[src/verilog/tivb_map.vh]
`ifndef TIVB_MAP_VH
`define TIVB_MAP_VH
// Byte offsets, one aligned word each; 64-bit registers take two words
`define TIVB_OFF_SMVAL_LO   12'h000
`define TIVB_OFF_SMVAL_HI   12'h004
`define TIVB_OFF_SMVA_LO    12'h008
`define TIVB_OFF_SMVA_HI    12'h00c
`define TIVB_OFF_HVA_N      12'h010
`define TIVB_OFF_HVA_W_LO   12'h018
`define TIVB_OFF_HVA_W_HI   12'h01c
`define TIVB_OFF_CFG        12'h020
`define TIVB_OFF_STAT       12'h024
// Configuration register fields
`define TIVB_CFG_GRAN64     0
`define TIVB_CFG_NARROW     1
`define TIVB_CFG_RESET      2'h0
// Address field layout
`define TIVB_VA_MSB         55
`define TIVB_PAGE_LSB       12
`define TIVB_G64_MSB        15
`define TIVB_HI_FLD_MSB     11
`define TIVB_N_RSV_MSB      11
`define TIVB_NARROW_TOP     31
// Entry counts
`define TIVB_ENTRIES        16
`define TIVB_IDX_W          4
`define TIVB_TAG_W          44
// Context kinds of an entry
`define TIVB_CTX_SECURE_MONITOR_CONTEXT       2'h1
`define TIVB_CTX_HYP        2'h2
`endif

[src/verilog/tivb_top.v]
// What this block does
// - Last-level monitor write removes unlocked monitor entries matching address, final level.
// - Monitor write removes unlocked monitor entries matching address, any level.
// - Lone low-word write acts as full write, upper word zero.
// - Lone upper-word write does nothing, no invalidation.
// - Over-invalidation allowed; locked entries are never removed.
// - Monitor and wide hypervisor registers absent in first architecture version.
// - With one security state, monitor registers are reserved, no invalidation.
// - Wide register bits 63:44 reserved, 43:0 carry address 55:12.
// - With 64KB granule, address bits 15:12 are ignored in matching.
// - Address bit 55 is copied into bits 63:56.
// - Wide hypervisor register under narrow schemes treats bits 55:32 as zero.
// - Narrow hypervisor register takes address 31:12; bits 11:0 reserved.
// - No narrow scheme support: narrow register reads zero, ignores writes.
// - Hypervisor writes remove unlocked hypervisor entries matching address.
// - All four registers write-only; three are 64 bits wide.
//
// The APB interface to the registers and the register offsets were decided locally.
`timescale 1ns/1ps
`include "tivb_map.vh"
module tivb_top #(
  parameter FIRST_VERSION = 1'b0,   // Register set of first architecture
  parameter TWO_SECURITY  = 1'b1,   // Two security states built
  parameter NARROW_SCHEME = 1'b1    // Narrow translation schemes built
) (
  input  wire        CLK_SYS_I,                  // System clock 25 MHz
  input  wire        ARST_N_I,                   // Async reset, low
  input  wire        PSEL_I,                     // APB select
  input  wire        PENABLE_I,                  // APB enable
  input  wire        PWRITE_I,                   // APB direction
  input  wire [11:0] PADDR_I,                    // APB byte address
  input  wire [31:0] PWDATA_I,                   // APB write data
  output wire        PREADY_O,                   // APB ready
  output reg  [31:0] PRDATA_O,                   // APB read data
  output reg         PSLVERR_O,                  // APB error
  input  wire        FILL_I,                     // Allocate an entry
  input  wire [63:0] FILL_VA_I,                  // Entry virtual address
  input  wire [1:0]  FILL_CTX_I,                 // Entry context kind
  input  wire        FILL_LAST_I,                // Entry from final level
  input  wire        FILL_LOCK_I,                // Entry locked
  input  wire [`TIVB_IDX_W-1:0] FILL_IDX_I,      // Entry slot
  output reg  [`TIVB_ENTRIES-1:0] VALID_O,       // Entry valid bits
  output reg         INVAL_O                     // Invalidation pulse
);
  reg        rst_s1_q;
  reg        rst_n_q;
  reg [1:0]  cfg_q;
  reg [31:0] lo_q [0:2];
  reg [2:0]  lo_pend_q;
  reg [7:0]  stat_q;
  reg [63:0] tag_va_q [0:`TIVB_ENTRIES-1];
  reg [1:0]  tag_ctx_q [0:`TIVB_ENTRIES-1];
  reg [`TIVB_ENTRIES-1:0] tag_last_q;
  reg [`TIVB_ENTRIES-1:0] tag_lock_q;

  reg        op_go;
  reg [1:0]  op_ctx;
  reg        op_last;
  reg [63:0] op_va;
  reg        op_narrow;
  reg        mapped;
  reg [1:0]  wide_sel;
  reg        wide_hi;
  reg [2:0]  wide_code;
  reg        ack_q;
  // Slots of the three wide registers in the pairing store
  localparam [1:0] SLOT_SMVAL = 2'h0;
  localparam [1:0] SLOT_SMVA  = 2'h1;
  localparam [1:0] SLOT_HVA_W = 2'h2;
  localparam [1:0] SLOT_NONE  = 2'h3;
  // A write acts only at the edge that completes the transfer
  wire       acc       = PSEL_I && PENABLE_I;
  wire       acc_first = acc && !ack_q;
  wire       wr        = acc && ack_q && PWRITE_I;
  wire       rd        = acc_first && !PWRITE_I;
  wire       mon_ok  = !FIRST_VERSION && TWO_SECURITY;
  wire       hw_ok   = !FIRST_VERSION;
  wire [`TIVB_ENTRIES-1:0] hit;

  // Read data and error are flops, so every access waits one cycle
  assign PREADY_O = ack_q;

  always @(posedge CLK_SYS_I or negedge ARST_N_I) begin
    if (!ARST_N_I) begin
      rst_s1_q <= 1'b0;
      rst_n_q  <= 1'b0;
    end else begin
      rst_s1_q <= 1'b1;
      rst_n_q  <= rst_s1_q;
    end
  end

  // Sign-extend a 44-bit page field, optionally zeroing its top 24 bits (43:20)
  function [63:0] tivb_mk_va;
    input [`TIVB_TAG_W-1:0] fld;
    input                   narrow;
    reg   [`TIVB_TAG_W-1:0] f;
    begin
      f = fld;
      if (narrow)
        f[`TIVB_TAG_W-1:`TIVB_NARROW_TOP-`TIVB_PAGE_LSB+1] =
          {(`TIVB_TAG_W-`TIVB_NARROW_TOP+`TIVB_PAGE_LSB-1){1'b0}};
      tivb_mk_va = {{8{f[`TIVB_TAG_W-1]}}, f,
                    {`TIVB_PAGE_LSB{1'b0}}};
    end
  endfunction

  // Which wide register (0..2) an offset names, and whether it is upper
  function [2:0] tivb_wide;
    input [11:0] a;
    begin
      case (a)
        `TIVB_OFF_SMVAL_LO: tivb_wide = {SLOT_SMVAL, 1'b0};
        `TIVB_OFF_SMVAL_HI: tivb_wide = {SLOT_SMVAL, 1'b1};
        `TIVB_OFF_SMVA_LO:  tivb_wide = {SLOT_SMVA, 1'b0};
        `TIVB_OFF_SMVA_HI:  tivb_wide = {SLOT_SMVA, 1'b1};
        `TIVB_OFF_HVA_W_LO: tivb_wide = {SLOT_HVA_W, 1'b0};
        `TIVB_OFF_HVA_W_HI: tivb_wide = {SLOT_HVA_W, 1'b1};
        default:            tivb_wide = {SLOT_NONE, 1'b1};
      endcase
    end
  endfunction

  // Decode a write into one invalidation operation
  always @* begin
    op_go     = 1'b0;
    op_ctx    = `TIVB_CTX_HYP;
    op_last   = 1'b0;
    op_va     = 64'h0;
    op_narrow = 1'b0;
    mapped    = 1'b1;
    wide_code = tivb_wide(PADDR_I);
    wide_sel  = wide_code[2:1];
    wide_hi   = wide_code[0];
    case (PADDR_I)
      `TIVB_OFF_SMVAL_LO, `TIVB_OFF_SMVAL_HI,
      `TIVB_OFF_SMVA_LO, `TIVB_OFF_SMVA_HI: begin
        mapped  = mon_ok;
        op_ctx  = `TIVB_CTX_SECURE_MONITOR_CONTEXT;
        op_last = (wide_sel == SLOT_SMVAL);
      end
      `TIVB_OFF_HVA_W_LO, `TIVB_OFF_HVA_W_HI: begin
        mapped    = hw_ok;
        op_narrow = NARROW_SCHEME && !cfg_q[`TIVB_CFG_NARROW];
      end
      `TIVB_OFF_HVA_N: begin
        mapped = 1'b1;
        op_go  = wr && NARROW_SCHEME;
        op_va  = {{32{1'b0}},
                  PWDATA_I[31:`TIVB_PAGE_LSB],
                  {`TIVB_PAGE_LSB{1'b0}}};
      end
      `TIVB_OFF_CFG, `TIVB_OFF_STAT: mapped = 1'b1;
      default: mapped = 1'b0;
    endcase
    if (wr && mapped && wide_sel != SLOT_NONE) begin
      if (!wide_hi)
        op_va = tivb_mk_va({12'h000, PWDATA_I}, op_narrow);
      else if (lo_pend_q[wide_sel])               // Second half of a pair
        op_va = tivb_mk_va({PWDATA_I[`TIVB_HI_FLD_MSB:0], lo_q[wide_sel]},
                           op_narrow);
      op_go = !wide_hi || lo_pend_q[wide_sel];
    end
  end

  genvar g;
  generate
    for (g = 0; g < `TIVB_ENTRIES; g = g + 1) begin : g_cmp
      wire [63:0] diff = tag_va_q[g] ^ op_va;
      wire ign = cfg_q[`TIVB_CFG_GRAN64];
      wire va_eq = (diff[63:`TIVB_G64_MSB+1] == 48'h0) &&
                   (ign || diff[`TIVB_G64_MSB:`TIVB_PAGE_LSB] == 4'h0);
      // Exact match save bits 15:12 under 64KB granule: no over-invalidation, locked entries stay
      assign hit[g] = VALID_O[g] && !tag_lock_q[g] && va_eq &&
                      tag_ctx_q[g] == op_ctx &&
                      (!op_last || tag_last_q[g]);
    end
  endgenerate

  // Only the configuration and count words read back; the rest read zero
  function [31:0] tivb_rdata;
    input [11:0] a;
    input [1:0]  cfg;
    input [7:0]  cnt;
    begin
      case (a)
        `TIVB_OFF_CFG:  tivb_rdata = {30'h0, cfg};
        `TIVB_OFF_STAT: tivb_rdata = {24'h0, cnt};
        default:        tivb_rdata = 32'h0;
      endcase
    end
  endfunction

  integer i;
  integer j;

  // Answer: one wait state, then data and error stand with ready
  always @(posedge CLK_SYS_I or negedge rst_n_q) begin
    if (!rst_n_q) begin
      ack_q     <= 1'b0;
      PRDATA_O  <= 32'h0;
      PSLVERR_O <= 1'b0;
    end else begin
      ack_q     <= acc_first;
      PSLVERR_O <= 1'b0;
      PRDATA_O  <= 32'h0;
      if (acc_first && !mapped)
        PSLVERR_O <= 1'b1;
      if (rd)
        PRDATA_O <= tivb_rdata(PADDR_I, cfg_q, stat_q);
    end
  end

  // Halves pair across busy-bus transfers, reads between allowed; an idle bus or any
  // other write drops a waiting low word, so a lone upper word is void
  always @(posedge CLK_SYS_I or negedge rst_n_q) begin
    if (!rst_n_q) begin
      lo_pend_q <= 3'h0;
      for (i = 0; i < 3; i = i + 1)
        lo_q[i] <= 32'h0;
    end else begin
      if (wr || !PSEL_I)
        lo_pend_q <= 3'h0;
      if (wr && mapped && wide_sel != SLOT_NONE && !wide_hi) begin
        lo_pend_q[wide_sel] <= 1'b1;
        lo_q[wide_sel]      <= PWDATA_I;
      end
    end
  end

  always @(posedge CLK_SYS_I or negedge rst_n_q) begin
    if (!rst_n_q) begin
      cfg_q   <= `TIVB_CFG_RESET;
      stat_q  <= 8'h00;
      INVAL_O <= 1'b0;
    end else begin
      INVAL_O <= op_go;
      if (wr && PADDR_I == `TIVB_OFF_CFG)
        cfg_q <= PWDATA_I[`TIVB_CFG_NARROW:`TIVB_CFG_GRAN64];
      // Count wraps; it only shows software that operations ran
      if (op_go)
        stat_q <= stat_q + 8'h01;
    end
  end

  // Fill after invalidation so a same-cycle fill survives
  always @(posedge CLK_SYS_I or negedge rst_n_q) begin
    if (!rst_n_q) begin
      VALID_O    <= {`TIVB_ENTRIES{1'b0}};
      tag_last_q <= {`TIVB_ENTRIES{1'b0}};
      tag_lock_q <= {`TIVB_ENTRIES{1'b0}};
      for (j = 0; j < `TIVB_ENTRIES; j = j + 1) begin
        tag_va_q[j]  <= 64'h0;
        tag_ctx_q[j] <= 2'h0;
      end
    end else begin
      VALID_O <= VALID_O & ~(hit & {`TIVB_ENTRIES{op_go}});
      if (FILL_I) begin
        VALID_O[FILL_IDX_I]    <= 1'b1;
        tag_va_q[FILL_IDX_I]   <= FILL_VA_I;
        tag_ctx_q[FILL_IDX_I]  <= FILL_CTX_I;
        tag_last_q[FILL_IDX_I] <= FILL_LAST_I;
        tag_lock_q[FILL_IDX_I] <= FILL_LOCK_I;
      end
    end
  end
endmodule

[config.mk]
export PLATFORM = sky130hd
export DESIGN_NAME = tivb_top
export DESIGN_NICKNAME = d
export VERILOG_FILES = /design/src/verilog/tivb_top.v
export VERILOG_INCLUDE_DIRS = /design/src /design/src/verilog
export SDC_FILE = /design/constraint.sdc
export NUM_CORES = 2
export LEC_CHECK = 0
export BUFFER_PORTS_ARGS = -buffer_cell sky130_fd_sc_hd__buf_4
export CAP_MARGIN = 20
export CORE_MARGIN = 10
export CORE_UTILIZATION = 54
export DETAILED_ROUTE_END_ITERATION = 8
export PLACE_DENSITY = 0.78
export SETUP_SLACK_MARGIN = 0.5
export SLEW_MARGIN = 20
export SYNTH_ARGS = -nofsm -noshare
export SYNTH_HDL_FRONTEND = slang
export SYNTH_SLANG_ARGS = --single-unit
[constraint.sdc]
create_clock -name CLK_SYS_I -period 42.5 [get_ports CLK_SYS_I]
set_clock_uncertainty 0.15 [all_clocks]
set_input_delay 2.125 -clock CLK_SYS_I [delete_from_list [all_inputs] [get_ports CLK_SYS_I]]
set_output_delay 2.125 -clock CLK_SYS_I [all_outputs]
set_load 0.01 [all_outputs]
==> flow_metrics.env <==
export IMPL_place_ws_ps=34830
export IMPL_io_pins=173
export IMPL_synth_warnings=0
export IMPL_synth_compound_area_frac=0.0878
export IMPL_chipHeight_um=331
export IMPL_cts_htree_levels=3
export IMPL_synth_area_mux_share=0.208
export IMPL_synth_top_area_cell="dfrtp_1"
export IMPL_dp_final_hpwl_mm=137
export IMPL_drive_above_1_share=0.308
export IMPL_die_x_um=331
export IMPL_p_total_mw=2.90
export IMPL_final_cells=5876
export IMPL_cts_tree="built"
export IMPL_arrival_ps=7850
export IMPL_postCtsHoldBufs=0
export IMPL_clkTransAtPathRegs_ps=60
export IMPL_hold_class="flip-flop to async pin"
export IMPL_synthCells=4469
export IMPL_ys_top_cells_by_area="dfrtp_1, mux2_2, xnor2_1"
export IMPL_io_buffers=136
export IMPL_nNetsFinal=4642
export IMPL_wl_per_cell_um=35.2
export IMPL_synth_edf_count=0
export IMPL_clock_sinks=1034
export IMPL_start_util=0.546
export IMPL_syn2layout_area_growth_pct=11.6
export IMPL_dp_cells=5671
export IMPL_finalWorstSetupSlack_ps=35080
export IMPL_finalCritPeriodShare=0.175
export IMPL_drt_iter0_drc=5806
export IMPL_worstSetupPathType="primary input to flip-flop"
export IMPL_core_area_sq_um=95400
export IMPL_yosys_register_bits=1034
export IMPL_netlist_area_leader_share=0.496
export IMPL_routed_via_density=7.05
export IMPL_synthSimpleGateAreaFrac=0.100
export IMPL_vias=41400
export IMPL_syn_area_per_cell_sq_um=11.7
export IMPL_clock_latency_ps=750
export IMPL_cts_resized=0
export IMPL_grt_pass1_vias=39500
export IMPL_drt_total_wl_mm=207
export IMPL_gr_total_overflow=0
export IMPL_vdd_ir_drop_max_mv=0.0350
export IMPL_fmax_ghz=0.135
export IMPL_crit_path_max_fanout=46
export IMPL_synth_top_family_by_area="multiplexers"
export IMPL_max_cap_viol_count=0
export IMPL_fin_crit_ps=7420
export IMPL_yosysSeqAreaShare=0.496
export IMPL_die_area_sq_um=109000
export IMPL_finalHoldViolCount=0
export IMPL_antenna_left=0
export IMPL_numCtsBuffers=110
export IMPL_setup_tns_ps=0
export IMPL_outcome="finished clean"
export IMPL_final_max_slew_violation_count=0
export IMPL_synth_xor_area_frac=0.0755
export IMPL_rsz0062_at_grt="false"
export IMPL_row_count=113
export IMPL_antenna_found_initial=15
export IMPL_worst_slew_pin_slew_ps=1290
export IMPL_post_cts_setup_buffers=0
export IMPL_synth_flop_cell="dfrtp_1"
export IMPL_slew_headroom=0.131
export IMPL_setup_viol=0
export IMPL_clk_path_buf_depth=3
export IMPL_synthAdderAreaFrac=0.000240
export IMPL_first_pass_iters=7
export IMPL_syn_cell_area_sq_um=52100
export IMPL_endpoint_kind="flip-flop"
export IMPL_startpoint_type="primary input"
export IMPL_root_buffer="clkbuf_16"
export IMPL_grt_total_usage=0.372
export IMPL_power_per_cell_area_nw_per_um2=49.8
export IMPL_async_flop_share=1.00
export IMPL_gp_congestion=1.04
export IMPL_grt_start_max_net_pins=183
export IMPL_drc_errors=0
export IMPL_crit_required_ps=42930
export IMPL_grt_pass1_wl_mm=291
export IMPL_synth_cell_types=90
export IMPL_p_leak_nw=23.9
==> power breakdown <==
part | switching [mW] | internal (mW)
Clock | 0.421 | 0.568
Combinational | 0.253 | 0.274
Sequential | 0.195 | 1.19
Total | 0.869 | 2.03
==> cell usage in the layout, fill, tap and decap left out, types with 25 or more instances in the layout <==
cell,count
xnor2_1,284
or3_1,31
inv_1,50
mux2_2,925
clkbuf_16,111
a2111oi_0,26
o21ai_0,203
o22ai_1,48
mux2i_1,41
nand2_1,239
or4_1,26
o2111ai_1,44
nor4_1,101
buf_4,243
conb_1,25
xor2_1,165
a21oi_1,44
nor3_1,65
a22oi_1,34
a31oi_1,42
nor2_1,133
nand3_1,84
nand4_1,121
dfrtp_1,1033
==> area by class of cell <==
cell class	count	area (sq um)
well taps	1265	1580
flip-flops and latches	1034	25900
repair buffers	249	1930
clock inverters	40	528
multi-input cells	3072	24900
clock buffers	156	3170
fillers	7579	37300
inverters	52	195
diodes	8	20.0
==> metrics by stage <==
| step | hold WS (ps) | cell area [sq um] | utilization |
|---|---|---|---|
| 2_1_floorplan | 181 | 52200 | - |
| 3_3_place_gp | 183 | 54400 | 0.570 |
| 3_5_place_dp | 188 | 54400 | 0.570 |
| 4_1_cts | 202 | 58100 | 0.609 |
| 5_1_grt | 215 | 58200 | 0.609 |
| 6_report | 199 | 58200 | 0.610 |
==> cell usage after synthesis, drive strengths merged (13+ instances only) <==
cell type	number
a32oi	19
o22ai	48
a31oi	42
nand2b	16
and2	15
a2111oi	28
mux2	925
a211oi	18
and3	16
xnor2	284
mux2i	41
o211ai	17
and4	13
nor2	153
a32o	14
o2bb2ai	16
nand3	87
nor4b	18
a22oi	34
or3	33
dfrtp	1034
xor2	165
a41oi	14
buf	112
nand2	241
o21ai	203
o2111ai	44
nor3	73
nand4	123
clkbuf	222
inv	50
nor4	106
nor4bb	15
a21oi	47
or4	27
==> flip-flops by register name (all words and copies together) (netlist names) <==
signal / cells
tag_va_q: 832
PRDATA_O: 8
cfg_q: 2
lo_pend_q: 3
tag_last_q: 16
INVAL_O: 1
VALID_O: 16
tag_ctx_q: 32
tag_lock_q: 16
PSLVERR_O: 1
stat_q: 8
rst_n_q: 1
rst_s1_q: 1
lo_q: 96
PREADY_O: 1
==> metal layers <==
metal	share of wire	vias to the layer above	global-route usage
li1	-	16500	-
met1	0.36	21100	0.466
met2	0.42	3054	0.533
met3	0.13	810	0.127
met4	0.088	18	0.268
met5	0.0011	-	0.00576
==> kinds of logic after synthesis <==
family | after synthesis
xor+xnor | 449
compound gates | 658
mux | 966
simple gates | 973
other cells | 2
flops | 1034
buf+inv | 386
fa+ha+maj | 1
==> critical path: stages <==
cell,delay (ps)
buf_4,320
buf_4,690
mux2_2,380
a32o_2,190
buf_4,410
nand4_2,710
nor4_1,1040
o22ai_1,270
or4_1,850
nor4_1,640
a31oi_1,170
==> final timing paths <==
kind	start	to	slack, ps	depth (start not counted)
setup / recovery	PADDR_I[3]	VALID_O[7]	35080	11
max in group asynchronous	rst_n_q	lo_q[78]	38530	4
setup reg to reg	PREADY_O	VALID_O[7]	36950	9
min in group CLK_SYS_I	rst_s1_q	rst_n_q	200	0
hold reg to reg	rst_n_q	tag_va_q[409]	200	0
hold / removal	rst_n_q	tag_va_q[409]	200	0
Power figures use the tool's default switching activity.
